==> src/verilog/flash_pkg.sv <==
package flash_pkg;
  // ---------------------------------------------------------------
  // Register word indices and byte offsets on the Wishbone slave
  // ---------------------------------------------------------------
  localparam logic [2:0] REG_DATA_LOW = 3'h0;
  localparam logic [2:0] REG_DATA_HIGH = 3'h1;
  localparam logic [2:0] REG_ADDR_LOW = 3'h2;
  localparam logic [2:0] REG_ADDR_HIGH = 3'h3;
  localparam logic [2:0] REG_CONTROL = 3'h4;
  localparam logic [2:0] REG_UNLOCK_KEY = 3'h5;
  localparam int OFFSET_DATA_LOW = 32'h0000_0000;
  localparam int OFFSET_UNLOCK_KEY = 32'h0000_0014;

  // ---------------------------------------------------------------
  // Control register fields
  // ---------------------------------------------------------------
  localparam int CTL_SPACE = 6;
  localparam int CTL_LATCH_ONLY = 5;
  localparam int CTL_ERASE = 4;
  localparam int CTL_ERROR = 3;
  localparam int CTL_ENABLE = 2;
  localparam int CTL_WRITE = 1;
  localparam int CTL_READ = 0;

  // ---------------------------------------------------------------
  // Reset values, keys, geometry
  // ---------------------------------------------------------------
  localparam logic [7:0] DATA_RESET = 8'h00;
  localparam logic [14:0] ADDR_RESET = 15'h0000;
  localparam logic [13:0] LATCH_BLANK = 14'h3FFF;
  localparam logic [7:0] KEY_FIRST = 8'h55;
  localparam logic [7:0] KEY_SECOND = 8'hAA;
  localparam int LATCH_WORDS = 16;
  localparam int WORD_BITS = 14;
  localparam logic [14:0] USER_ID_LAST = 15'h0003;
  localparam logic [14:0] CFG_HOLE = 15'h0004;
  localparam logic [14:0] CFG_LAST = 15'h0008;

  typedef enum logic [2:0] {
    KEY_IDLE = 3'b001,
    KEY_HALF = 3'b010,
    KEY_ARMED = 3'b100
  } key_state_e;

  typedef enum logic [3:0] {
    ST_IDLE = 4'b0001,
    ST_LOAD = 4'b0010,
    ST_START = 4'b0100,
    ST_BUSY = 4'b1000
  } op_state_e;
endpackage

==> src/verilog/flash_self_program_control.sv <==
// Added by the designer: register access over Wishbone and the register addresses.
`timescale 1ns/1ps
module flash_self_program_control (
  // Clock and reset
  input wire logic clk_i,
  input wire logic rst_i,
  // Wishbone classic slave
  input wire logic cyc_i,
  input wire logic stb_i,
  input wire logic we_i,
  input wire logic [7:0] adr_i,
  input wire logic [3:0] sel_i,
  input wire logic [31:0] dat_i,
  output logic [31:0] dat_o,
  output logic ack_o,
  // Flash array read port
  output logic [14:0] flash_addr_o,
  output logic flash_space_o,
  output logic flash_read_o,
  input wire logic [13:0] flash_rdata_i,
  // Flash array program and erase
  output logic flash_program_o,
  output logic flash_erase_o,
  output logic [223:0] flash_row_o,
  input wire logic flash_done_i
);

  typedef struct packed {
    logic ack;
    logic [31:0] rdata;
    logic [7:0] data_low;
    logic [5:0] data_high;
    logic [14:0] addr;
    logic space;
    logic latch_only;
    logic erase;
    logic error;
    logic enable;
    logic write;
    logic read;
    flash_pkg::key_state_e key;
    flash_pkg::op_state_e state;
    logic [15:0][13:0] latch;
  } state_s;

  state_s s;
  state_s next_s;

  // ---------------------------------------------------------------
  // Address map helpers and control byte packing
  // ---------------------------------------------------------------
  function automatic logic cfg_writable(input logic [14:0] a);
    cfg_writable = (a <= flash_pkg::USER_ID_LAST);
  endfunction

  function automatic logic cfg_readable(input logic [14:0] a);
    cfg_readable = (a <= flash_pkg::CFG_LAST) && (a != flash_pkg::CFG_HOLE);
  endfunction

  function automatic logic [7:0] control_byte(input state_s v);
    control_byte = {1'b1, v.space, v.latch_only, v.erase, v.error,
                    v.enable, v.write, v.read};
  endfunction

  logic bus_req;
  logic bus_wr;
  logic mapped;
  logic [2:0] reg_idx;
  logic [7:0] wbyte;
  logic accept;
  logic ctl_wr;

  assign bus_req = cyc_i && stb_i;
  assign reg_idx = adr_i[4:2];
  assign mapped = (adr_i[7:5] == 3'h0) && (adr_i[1:0] == 2'h0) &&
                  (reg_idx <= flash_pkg::REG_UNLOCK_KEY);
  // Writes land on the edge where the master sees ack
  assign bus_wr = bus_req && s.ack && we_i && sel_i[0] && mapped;
  assign wbyte = dat_i[7:0];
  assign ctl_wr = bus_wr && (reg_idx == flash_pkg::REG_CONTROL);

  // ---------------------------------------------------------------
  // Next state
  // ---------------------------------------------------------------
  always_comb begin
    next_s = s;
    accept = 1'b0;
    next_s.ack = bus_req && !s.ack;

    // Read data sampled one cycle ahead of ack
    if (bus_req && !s.ack) begin
      next_s.rdata = 32'h0000_0000;
      if (mapped) begin
        unique case (reg_idx)
          flash_pkg::REG_DATA_LOW: next_s.rdata[7:0] = s.data_low;
          flash_pkg::REG_DATA_HIGH: next_s.rdata[7:0] = {2'b00, s.data_high};
          flash_pkg::REG_ADDR_LOW: next_s.rdata[7:0] = s.addr[7:0];
          flash_pkg::REG_ADDR_HIGH: next_s.rdata[7:0] = {1'b1, s.addr[14:8]};
          flash_pkg::REG_CONTROL: next_s.rdata[7:0] = control_byte(s);
          flash_pkg::REG_UNLOCK_KEY: next_s.rdata[7:0] = 8'h00;
          default: next_s.rdata = 32'h0000_0000;
        endcase
      end
    end

    // Register writes; operand registers freeze while an operation runs
    if (bus_wr) begin
      if (reg_idx != flash_pkg::REG_UNLOCK_KEY) begin
        next_s.key = flash_pkg::KEY_IDLE;
      end
      unique case (reg_idx)
        flash_pkg::REG_DATA_LOW: begin
          if (s.state == flash_pkg::ST_IDLE) begin
            next_s.data_low = wbyte;
          end
        end
        flash_pkg::REG_DATA_HIGH: begin
          if (s.state == flash_pkg::ST_IDLE) begin
            next_s.data_high = wbyte[5:0];
          end
        end
        flash_pkg::REG_ADDR_LOW: begin
          if (s.state == flash_pkg::ST_IDLE) begin
            next_s.addr[7:0] = wbyte;
          end
        end
        flash_pkg::REG_ADDR_HIGH: begin
          if (s.state == flash_pkg::ST_IDLE) begin
            next_s.addr[14:8] = wbyte[6:0];
          end
        end
        flash_pkg::REG_CONTROL: begin
          if (s.state == flash_pkg::ST_IDLE) begin
            next_s.space = wbyte[flash_pkg::CTL_SPACE];
            next_s.latch_only = wbyte[flash_pkg::CTL_LATCH_ONLY];
            next_s.erase = wbyte[flash_pkg::CTL_ERASE];
            next_s.enable = wbyte[flash_pkg::CTL_ENABLE];
            if (wbyte[flash_pkg::CTL_READ]) begin
              next_s.read = 1'b1;
            end
          end
          next_s.error = wbyte[flash_pkg::CTL_ERROR];
          // Zero in the start bit is simply not acted on
          if (wbyte[flash_pkg::CTL_WRITE]) begin
            next_s.error = 1'b1;
            // Enable, key and address checks gate any start
            accept = (s.state == flash_pkg::ST_IDLE) && next_s.enable &&
                     (s.key == flash_pkg::KEY_ARMED) &&
                     (!next_s.space || cfg_writable(s.addr));
          end
        end
        flash_pkg::REG_UNLOCK_KEY: begin
          if (wbyte == flash_pkg::KEY_FIRST) begin
            next_s.key = flash_pkg::KEY_HALF;
          end else if (wbyte == flash_pkg::KEY_SECOND && s.key == flash_pkg::KEY_HALF) begin
            next_s.key = flash_pkg::KEY_ARMED;
          end else begin
            next_s.key = flash_pkg::KEY_IDLE;
          end
        end
        default: next_s.key = flash_pkg::KEY_IDLE;
      endcase
    end

    // One-cycle read of the addressed word
    if (s.read) begin
      // A fresh software set in the same cycle outlives the hardware clear
      next_s.read = ctl_wr && wbyte[flash_pkg::CTL_READ] &&
                    (s.state == flash_pkg::ST_IDLE);
      if (s.space && !cfg_readable(s.addr)) begin
        next_s.data_low = 8'h00;
        next_s.data_high = 6'h00;
      end else begin
        next_s.data_low = flash_rdata_i[7:0];
        next_s.data_high = flash_rdata_i[13:8];
      end
    end

    // Operation sequencer
    unique case (s.state)
      flash_pkg::ST_IDLE: begin
        if (accept) begin
          next_s.write = 1'b1;
          if (next_s.erase) begin
            next_s.state = flash_pkg::ST_START;
          end else begin
            next_s.latch[s.addr[3:0]] = {s.data_high, s.data_low};
            next_s.state = next_s.latch_only ? flash_pkg::ST_LOAD : flash_pkg::ST_START;
          end
        end
      end
      flash_pkg::ST_LOAD: begin
        next_s.write = 1'b0;
        // A write-start attempt landing now keeps the error flag set
        next_s.error = ctl_wr && next_s.error;
        next_s.state = flash_pkg::ST_IDLE;
      end
      flash_pkg::ST_START: begin
        next_s.state = flash_pkg::ST_BUSY;
      end
      flash_pkg::ST_BUSY: begin
        if (flash_done_i) begin
          next_s.write = 1'b0;
          next_s.error = ctl_wr && next_s.error;
          next_s.erase = 1'b0;
          for (int i = 0; i < flash_pkg::LATCH_WORDS; i++) begin
            next_s.latch[i] = flash_pkg::LATCH_BLANK;
          end
          next_s.state = flash_pkg::ST_IDLE;
        end
      end
    endcase
  end

  // ---------------------------------------------------------------
  // State register
  // ---------------------------------------------------------------
  always_ff @(posedge clk_i) begin
    if (rst_i) begin
      s.ack <= 1'b0;
      s.rdata <= 32'h0000_0000;
      s.data_low <= flash_pkg::DATA_RESET;
      s.data_high <= flash_pkg::DATA_RESET[5:0];
      s.addr <= flash_pkg::ADDR_RESET;
      s.space <= 1'b0;
      s.latch_only <= 1'b0;
      s.erase <= 1'b0;
      s.error <= 1'b0;
      s.enable <= 1'b0;
      s.write <= 1'b0;
      s.read <= 1'b0;
      s.key <= flash_pkg::KEY_IDLE;
      s.state <= flash_pkg::ST_IDLE;
      s.latch <= {flash_pkg::LATCH_WORDS{flash_pkg::LATCH_BLANK}};
    end else begin
      s <= next_s;
    end
  end

  // ---------------------------------------------------------------
  // Outputs
  // ---------------------------------------------------------------
  assign dat_o = s.rdata;
  assign ack_o = s.ack;
  assign flash_addr_o = s.addr;
  assign flash_space_o = s.space;
  assign flash_read_o = s.read;
  assign flash_program_o = (s.state == flash_pkg::ST_START) && !s.erase;
  assign flash_erase_o = (s.state == flash_pkg::ST_START) && s.erase;
  assign flash_row_o = s.latch;

endmodule

==> config.mk <==
export PLATFORM = sky130hd
export DESIGN_NAME = flash_self_program_control
export DESIGN_NICKNAME = d
export VERILOG_FILES = /design/src/verilog/flash_pkg.sv /design/src/verilog/flash_self_program_control.sv
export SDC_FILE = /design/constraint.sdc
export NUM_CORES = 1
export LEC_CHECK = 0
export BUFFER_PORTS_ARGS = -buffer_cell sky130_fd_sc_hd__clkbuf_2
export CORE_AREA = 5 5 194 149
export CTS_BUF_LIST = sky130_fd_sc_hd__clkbuf_16
export DETAILED_ROUTE_END_ITERATION = 8
export DIE_AREA = 0 0 199 154
export PLACE_DENSITY = 0.78
export REMOVE_ABC_BUFFERS = 1
export SLEW_MARGIN = 20
export SYNTH_ARGS = -nofsm -noshare
export SYNTH_HDL_FRONTEND = slang
export SYNTH_SLANG_ARGS = --single-unit
==> constraint.sdc <==
create_clock -name clk_i -period 4.24 [get_ports clk_i]
set_input_delay 0.848 -clock clk_i [delete_from_list [all_inputs] [get_ports clk_i]]
set_output_delay 0.848 -clock clk_i [all_outputs]
set_load 0.005 [all_outputs]
* Word-level counts from Yosys, hierarchy flattened *
Index checks and enable logic that the tools add are counted.

storage, ports and cells
  output and inout bits = 276
  word-level logic and storage cells = 152
  input bits = 64
  register bits after elaboration = 300

cells by class
  muxes and demuxes = 49
  $lt $le $gt $ge = 5
  equal/unequal tests = 19
  reductions and logical operators = 48

operators by type and width
  kind                 count
  $mux 228             2
  $pmux 224 s2         1
  $bwmux 224           1
  $mux 224             1
  $demux 14 s4         1
  $mux 14              3
  $mux 8               5
  $pmux 8 s5           1
  $mux 34              1
  $mux 3               8
  $logic_and 1x1->1    21
  $pmux 4 s4           1
  $le 15x2->1 const B  1
  $le 15x4->1 const B  1
  $ne 15x3->1 const B  1
  $reduce_and 3->1     5
  $mux 1               14
  $mux 7               2
  $reduce_bool 2->1    7
  $mux 6               2
  $eq 3x2->1 const B   3
  $eq 3x3->1 const B   3
  $eq 8x7->1 const B   1
  $eq 8x8->1 const B   1
  25 further kinds     34

* Depth between registers and ports, before layout *
Gate-level depths: netlist of run 1.

  depth in word-level cells = 14
  gate-level depth with buffers = 11
  gate-level depth less buffers = 6

* Least setup slack after synthesis of run 1 *
No wires, ideal clock.

  path kind = input to register
  start = input port adr_i[4]
  end = register s, in the netlist flash_row_o[157]
  path buffers = 3
  stages on the path = 9
  data arrival time = 2.842 ns
  slack = 1.326 ns
  required time = 4.168 ns
  library setup time = 0.072 ns
  cell sequence = clkbuf_1 > nor3b_1 > nand3_1 > nor3_1 > nor2_2 > buf_4 > nor3_4 > buf_8 > mux2i_1

on the way
  longest elaborated chain between the ends = 6
  elaborated cells between the ends (all ways) = 11
  those cells by class = order compare (1); eq/ne (3); mux (4); reduce/logical (3)

ends and longest elaborated chain
  element                            RTL line                           RTL
  start, declared                    flash_self_program_control.sv:11   input wire logic [7:0] adr_i,
  $le 3x3->1                         flash_self_program_control.sv:76   (reg_idx <= flash_pkg::REG_UNLOCK_KEY);
  $logic_and 1x1->1                  flash_self_program_control.sv:75   assign mapped = (adr_i[7:5] == 3'h0) && (adr_i[1:0] == 2'h0) &&
  $logic_and 1x1->1                  flash_self_program_control.sv:78   assign bus_wr = bus_req && s.ack && we_i && sel_i[0] && mapped;
  $mux 34 or $mux 1 (tied branches)  flash_self_program_control.sv:107  if (bus_wr) begin
  $ne 2x2->1 (no line)               --
  $reduce_and 4->1 (no line) (*)     --
  end signal, assigned               flash_self_program_control.sv:236  s <= next_s;
  end, declared                      flash_self_program_control.sv:46   state_s s;

Mark *: on every way between the ends. The rest lies on a longest branch, timed or not. The select of a mux whose other input is x is not followed.
A chain may end at the register's enable or synchronous reset.

* Worst setup path in the final report of run 1 *
  start = input port adr_i[3]
  end = register s, in the netlist flash_row_o[19]

The elaborated chain is that of the path after synthesis.

==> out/results.tsv, run 1 <==
stage	metric	value	unit
outcome	status	completed	
power_and_ir_drop	p_switching	1165	µW
clock_tree	cts_resized	0	
placement	placed_area	12890	µm²
placement	io_buffers	288	
synthesis	synth.ff_latch_count	276	
power_and_ir_drop	power_frac_seq	50.5	%
synthesis	syn-cell-area	13200	µm²
worst_setup_path	crit_chain	clkbuf_2, nor3b_1, nand3_1, nor3_1, nor2_4, nor3_4, mux2i_1	
power_and_ir_drop	switching_share	22.67	%
clock_tree	cts_setup_buffers	0	
drt	drcViolationCount	0	
sta	post-route-min-period	3274	ps
clock_tree	clock-sinks	276	
synthesis	synth_area_per_cell	9.395	µm²
floorplanning	rows	52	
synthesis	synth_cell_types	59	
synthesis	ys.flop_type	dfxtp_1	
floorplanning	ioPinCount	340	
clock_tree	path_clk_slew	60	ps
drt	vias	9362	
clock_tree	tritoncts	yes	
synthesis	ys_warn_count	0	
clock_tree	cts-htree-levels	1	
sta	slew_headroom	27.15	%
global_route	gr-total-overflow	0	
clock_tree	cts_hold_buf	0	
power_and_ir_drop	pwr-share-comb	3.8	%
synthesis	synth_edf_count	0	
synthesis	yosysSeqAreaShare	41.86	%
power_and_ir_drop	p_clk_share	45.7	%
placement	pre_cts_ws	460.1	ps
drt	routed_wl	34340	µm
drt	antenna_left	0	
layout	finalNetCount	1480	
floorplanning	die_x	199	µm
sta	worst_pin_slew	1089	ps
global_route	grt_max_degree	96	
global_route	grt_pass1_vias	9190	
worst_hold_path	hold_class	flop to flop	
clock_tree	cts_inserted_buffers	27	
layout	fin_area	13750	µm²
layout	fillers	2413	
synthesis	async_reset_ff_share	0	%
layout	multi_input_area	5228	µm²
layout	final_layout_size_suffix_gt1_share	27.68	%
power_and_ir_drop	intPower	3974	µW
drt	dr.pass1.iters	5	
placement	gp_congestion	0.9323	
sta	slew_viol_final	0	
worst_setup_path	crit_type	input pin to flop	
sta	clock_skew	22.09	ps
sta	fmax	305.4	MHz
sta	fin_ws	966.0	ps
worst_setup_path	startpoint	adr_i[3]	
floorplanning	initial_core_util	49.48	%
clock_tree	clk_path_buf_depth	3	
sta	finalSetupTns	0	ps
sta	hold_viol_final	0	
placement	hpwl	23070	µm
layout	antenna_cells	0	
clock_tree	clk_latency	540	ps
job	drv_cap	0	
global_route	track_usage	21.43	%
floorplanning	core_area	26680	µm²
drt	viasPerCell	5.245	
layout	regArea	5525	µm²
layout	final_util	51.54	%
global_route	grt_pass1_wl	52610	µm
sta	setup_viol	0	
worst_setup_path	critPathSlowestCell	nor3_4	
floorplanning	die_height	154	µm
sta	fin_hold_ws	455.9	ps
sta	period_share	77.22	%
worst_setup_path	cp_num_buf_inv	1	
drt	drtIter0Drc	533	
worst_setup_path	critPathTopFamily	simple AND/OR/NAND/NOR gates	
worst_setup_path	slowest_delay	940	ps
worst_setup_path	end_kind	flop	
worst_setup_path	worstPathRequired	4700	ps
global_route	antenna_found_initial	0	
sta	rsz0062_at_grt	no	
power_and_ir_drop	p_leak	0.005153	µW
power_and_ir_drop	power_density	373.7	nW/µm²
floorplanning	die_area	30650	µm²
worst_hold_path	min_from	dat_o[7]	
power_and_ir_drop	irDropWorstVdd	0.0002705	V
worst_setup_path	arrival	3740	ps
layout	syn2layout_area_growth	4.161	%
clock_tree	cts_root_buf	clkbuf_16	
worst_setup_path	start_kind	input pin	
synthesis	netlist_instances	1405	
worst_setup_path	path_max_fanout	17	
drt	post_drt_wl_per_cell	19.24	µm
worst_setup_path	rr_startpoint	flash_addr_o[8]	
-- worst paths after layout --
path                      to  slack [ps]  cells past startpoint
max reg2reg  flash_row_o[19]        1000                      6
min reg2reg         dat_o[7]         460                      2
min                 dat_o[7]         460                      2
max          flash_row_o[19]         970                      7
-- cell usage after synthesis (3+ instances only) --
library cell	instances	area share (%)
mux2i_1	251	19
buf_4	272	15
o311ai_0	6	0.40
nor4_1	5	0.24
o22ai_1	6	0.28
nand3_1	18	0.68
buf_6	9	0.77
buf_1	4	0.11
nor3b_1	3	0.17
inv_1	11	0.31
and2_1	8	0.38
a221o_1	6	0.45
nor3_4	10	1.2
nand2b_1	3	0.14
buf_8	10	1.1
nand4b_1	3	0.20
and3_1	3	0.14
nor3_2	7	0.53
nand4_1	4	0.19
nor3_1	7	0.27
o31ai_1	6	0.34
clkbuf_1	59	1.7
nand2_1	48	1.4
nor2_1	292	8.3
a21oi_1	13	0.49
nor2b_1	6	0.28
o21ai_0	10	0.38
a22oi_1	13	0.74
dfxtp_1	276	42
-- worst reg2reg max path, cell delays in order, from the launching register on --
cell and delay, ps:
dfxtp_1 340, nor4_1 330, nand2_1 220, o41ai_4 890, nand2_1 210, nor3_4 880, mux2i_1 290
-- layer usage --
metal | share of wire [%] | up-vias | GRT usage, %
met5 | 0 | - | 0
met2 | 44 | 402 | 33.30
met1 | 43 | 4470 | 28.38
met4 | 3.0 | 0 | 6.185
li1 | - | 4417 | -
met3 | 11 | 73 | 7.351
-- area by class of cell --
type / instances / area share [%]
clock buffers: 27 / 4.914
repair buffers: 316 / 12.06
well taps: 351 / 3.194
inverters: 12 / 0.3276
flip-flops and latches: 276 / 40.19
multi-input cells: 783 / 38.02
clock inverters: 20 / 1.301
-- flip-flops by register name (all words and copies together), names as in the netlist --
register,flops
ack_o,1
flash_space_o,1
flash_addr_o,15
s,26
flash_row_o,224
flash_read_o,1
dat_o,8
-- per-stage QoR --
stage	power, µW	instances
detailed placement	2842	1738
global placement	2841	1738
CTS	5169	1785
finish	5139	1785
floorplan	2703	1071
global route	5299	1785
-- power by group through the flow --
stage / Sequential (µW) / Combinational (µW) / Clock, µW
floorplan: 2650 / 51.7 / 0
global placement: 2650 / 189 / 0
detailed placement: 2650 / 191 / 0
CTS: 2590 / 192 / 2380
global route: 2590 / 208 / 2500
finish: 2590 / 197 / 2350
-- cells by family after synthesis --
logic type	after synthesis	synth area share, %
xor+xnor	1	0.06636
compound gates	77	4.266
flops	276	41.86
buf+inv	369	19.73
mux	252	19.12
simple gates	429	14.93
other cells	1	0.02841
-- placed cells by master (no fill, tap or decap), types with 7 or more instances in the layout --
master     instances
a21oi_1           13
a22oi_1           13
and2_1             8
buf_4             28
clkbuf_16         27
clkbuf_2         287
conb_1            24
dfxtp_1          276
inv_1             14
mux2i_1          251
nand2_1           48
nand3_1           18
nor2_1           278
nor2_2            14
nor3_1             7
nor3_4            13
o21ai_0           10
Power figures use the tool's default switching activity.
==> run 2: changes to the inputs <==
- clock period: 4.24 -> 3.1 ns (I/O delays scaled with it)
==> out/results.tsv, run 2 (synthesis gave the netlist of run 1 again) <==
stage	metric	value	unit
power_and_ir_drop	switching_share	23.19	%
clock_tree	cts_root_buf	clkbuf_16	
placement	pre_cts_ws	344.8	ps
floorplanning	ioPinCount	340	
clock_tree	clk_latency	530	ps
sta	hold_viol_final	0	
layout	syn2layout_area_growth	6.009	%
placement	hpwl	24360	µm
layout	antenna_cells	0	
floorplanning	die_x	199	µm
sta	slew_viol_final	0	
sta	finalSetupTns	0	ps
power_and_ir_drop	power	6867	µW
placement	dp.cells	1760	
global_route	antenna_found_initial	0	
drt	antenna_left	0	
floorplanning	rows	52	
power_and_ir_drop	irDropWorstVdd	0.0003630	V
layout	largest_reg_flops	224	
power_and_ir_drop	power_frac_seq	51.6	%
global_route	grt_max_degree	84	
clock_tree	path_clk_slew	60	ps
placement	io_buffers	288	
worst_setup_path	path_max_fanout	16	
drt	post_drt_wl_per_cell	19.27	µm
power_and_ir_drop	intPower	5274	µW
sta	rsz0062_at_grt	no	
power_and_ir_drop	power_density	490.7	nW/µm²
global_route	track_usage	21.77	%
sta	setup_viol	0	
sta	clock_skew	11.27	ps
layout	stdcell_count	1808	
clock_tree	cts-htree-levels	1	
sta	worst_pin_slew	918.8	ps
layout	mostFrequentLayoutCells	clkbuf_2, nor2_1, dfxtp_1	
drt	routed_wl	34830	µm
drt	drcViolationCount	0	
sta	slew_headroom	38.60	%
power_and_ir_drop	p_clk_share	44.3	%
power_and_ir_drop	pwr-share-comb	4.0	%
sta	post-route-min-period	2730	ps
layout	final_layout_size_suffix_gt1_share	28.55	%
global_route	gr-total-overflow	0	
global_route	grt_pass1_wl	53420	µm
worst_setup_path	start_kind	flop	
layout	finalNetCount	1502	
floorplanning	die_area	30650	µm²
job	drv_cap	0	
worst_hold_path	hold_class	input pin to flop	
clock_tree	cts_setup_buffers	0	
clock_tree	clock-sinks	276	
drt	vias	9385	
floorplanning	die_height	154	µm
clock_tree	cts_inserted_buffers	27	
clock_tree	cts_hold_buf	0	
floorplanning	core_area	26680	µm²
power_and_ir_drop	p_switching	1593	µW
clock_tree	clk_path_buf_depth	3	
sta	fmax	366.3	MHz
power_and_ir_drop	p_leak	0.005279	µW
layout	layout_commonest_cell	clkbuf_2	
placement	gp_congestion	0.9615	
drt	viasPerCell	5.191	
worst_setup_path	arrival	3170	ps
drt	drtIter0Drc	606	
outcome	status	completed	
sta	fin_ws	370.2	ps
layout	fin_area	13990	µm²
floorplanning	initial_core_util	49.48	%
placement	placed_area	13180	µm²
worst_setup_path	crit_type	flop to flop	
worst_setup_path	worstPathRequired	3540	ps
sta	period_share	88.06	%
worst_setup_path	end_kind	flop	
drt	dr.pass1.iters	5	
global_route	grt_pass1_vias	9274	
clock_tree	cts_resized	0	
clock_tree	tritoncts	yes	
run 2: layer usage:
metal	track usage [%]	vias to the layer above	wire, µm
li1	-	4448	-
met1	28.81	4482	14890
met2	34.47	390	15530
met3	7.307	65	3583
met4	5.371	0	833
met5	0	-	0
run 2: metrics by stage:
step                      hold slack, ps  utilization, %
final                              311.6           52.46
after CTS                          288.1           52.44
after detailed placement           471.5           49.42
after floorplan                    438.5               -
after global routing               302.8           52.46
after global placement             444.7           49.38
run 2: power by group through the flow:
stage,sequential [µW],clock (µW),combinational (µW)
2_1_floorplan,3630,0,70.7
3_3_place_gp,3630,0,267
3_5_place_dp,3630,0,271
4_1_cts,3550,3090,272
5_1_grt,3540,3250,293
6_report,3550,3040,276
run 2: final timing paths:
kind                startpoint               to  cells after the start  slack, ps
min          flash_rdata_i[13]           s[258]                      3        310
max                     s[227]  flash_row_o[89]                      6        370
min reg2reg           dat_o[7]         dat_o[7]                      2        480
max reg2reg             s[227]  flash_row_o[89]                      6        370
run 2: cell type report:
type | instances | area [µm²]
clock inverter | 21 | 130.1
inverter | 12 | 45.04
clock buffer | 27 | 675.6
timing repair buffer | 338 | 1936
tap | 351 | 439.2
multi-input combinational | 783 | 5243
sequential | 276 | 5525
fill | 2346 | 12680
run 2: worst max-delay path, cell delays in order (launching register included):
cell,delay (ps)
dfxtp_1,470
or4b_2,810
nand2_1,600
buf_4,280
nor2_2,40
buf_4,230
mux2i_1,200
==> run 3: changes to the inputs <==
- CORE_AREA: 5 5 194 149 -> 4 4 193 148
- DIE_AREA: 0 0 199 154 -> 0 0 197 152
- clock period: 3.1 -> 2.95 ns (I/O delays scaled with it)
==> out/results.tsv, run 3 (synthesis gave the netlist of run 1 again) <==
stage	metric	value	unit
outcome	status	completed	
power_and_ir_drop	p_leak	0.005303	µW
clock_tree	clock-sinks	276	
sta	setup_viol	0	
drt	routed_wl	34920	µm
sta	worst_pin_slew	942.7	ps
layout	final_util	52.94	%
drt	drtIter0Drc	640	
layout	final_layout_size_suffix_gt1_share	28.68	%
layout	antenna_cells	0	
global_route	grt_max_degree	133	
power_and_ir_drop	power_density	524.7	nW/µm²
floorplanning	core_area	26680	µm²
worst_setup_path	arrival	3080	ps
layout	mostFrequentLayoutCells	clkbuf_2, nor2_1, dfxtp_1	
layout	syn2layout_area_growth	6.976	%
floorplanning	die_x	197	µm
sta	post-route-min-period	2631	ps
drt	antenna_left	0	
worst_hold_path	hold_class	input pin to flop	
placement	hpwl	23510	µm
worst_setup_path	r2r_setup_slack	320	ps
sta	slew_viol_final	0	
global_route	met2_usage	33.51	%
clock_tree	cts_root_buf	clkbuf_16	
clock_tree	cts_setup_buffers	0	
sta	slew_headroom	37.01	%
clock_tree	cts-htree-levels	1	
worst_setup_path	worstPathRequired	3400	ps
global_route	met1_usage	31.34	%
layout	layout_commonest_cell	clkbuf_2	
global_route	gr-total-overflow	0	
sta	fmax	380.1	MHz
sta	hold_viol_final	0	
clock_tree	tritoncts	yes	
worst_setup_path	end_kind	flop	
drt	vias	9509	
sta	clock_skew	10.36	ps
drt	viasPerCell	5.268	
floorplanning	die_area	29940	µm²
worst_setup_path	start_kind	flop	
clock_tree	cts_resized	0	
clock_tree	clk_path_buf_depth	3	
drt	post_drt_wl_per_cell	19.35	µm
floorplanning	rows	52	
clock_tree	cts_inserted_buffers	27	
global_route	met3_usage	6.952	%
global_route	grt_pass1_vias	9241	
floorplanning	die_height	152	µm
layout	stdcell_count	1805	
sta	period_share	89.19	%
layout	largest_reg_flops	224	
clock_tree	cts_hold_buf	0	
worst_setup_path	path_max_fanout	16	
drt	dr.pass1.iters	5	
power_and_ir_drop	irDropWorstVdd	0.0004335	V
global_route	track_usage	22.34	%
global_route	antenna_found_initial	1	
drt	drcViolationCount	0	
floorplanning	ioPinCount	340	
sta	rsz0062_at_grt	no	
global_route	busiest_layer	met2	
global_route	grt_pass1_wl	53560	µm
worst_setup_path	crit_type	flop to flop	
floorplanning	initial_core_util	49.48	%
clock_tree	path_clk_slew	70	ps
clock_tree	clk_latency	530	ps
placement	dp.cells	1758	
layout	finalNetCount	1500	
placement	io_buffers	288	
placement	gp_congestion	0.9730	
job	drv_cap	0	
[run 3: cell count changes in the layout (fill, tap and decap cells not counted), sizes merged]
cell / delta
clkinv: -4
inv: -1
bufinv: +2
buf: -2
clkinvlp: +2
[run 3: layer usage]
metal	wire length, µm	up-vias
met5	13	-
met4	959	2
met3	3348	69
met2	14980	415
met1	15620	4580
li1	-	4443
[run 3: critical path: stages (launching register included)]
cell	delay, ps
dfxtp_1	440
or4b_4	610
nor4b_2	320
nand3_1	130
o311a_2	170
buf_12	180
nor3_2	270
buf_12	200
mux2i_1	210
[run 3: area by class of cell]
| cell class | instances | area (µm²) |
|---|---|---|
| fill | 2349 | 12550 |
| sequential | 276 | 5525 |
| multi-input combinational | 783 | 5253 |
| timing repair buffer | 336 | 1996 |
| clock buffer | 27 | 675.6 |
| tap | 351 | 439.2 |
| clock inverter | 20 | 187.7 |
| inverter | 12 | 45.04 |
[run 3: worst paths after layout]
| check | from | end | cells past startpoint |
|---|---|---|---|
| max | s[224] | flash_row_o[137] | 8 |
| min | flash_rdata_i[9] | s[254] | 3 |
| max reg2reg | s[224] | flash_row_o[137] | 8 |
| min reg2reg | dat_o[7] | dat_o[7] | 2 |
[run 3: metrics by stage]
step	power (µW)	worst slack, ps	area (µm²)	setup TNS [ps]	hold slack, ps
CTS	7476	301.9	14110	0	252.1
floorplan	3885	-181.8	10730	-20830	438.5
finish	7409	318.9	14120	0	279.3
global placement	4090	268.6	13230	0	451.5
detailed placement	4094	232.2	13250	0	459.0
global route	7663	85.44	14120	0	262.8
[run 3: report_power, final]
group          switching (µW)  total, µW  internal [µW]
registers               0.443       3730           3730
logic                     224        288           64.8
clock network            1460       3390           1940
total                    1680       7410           5730
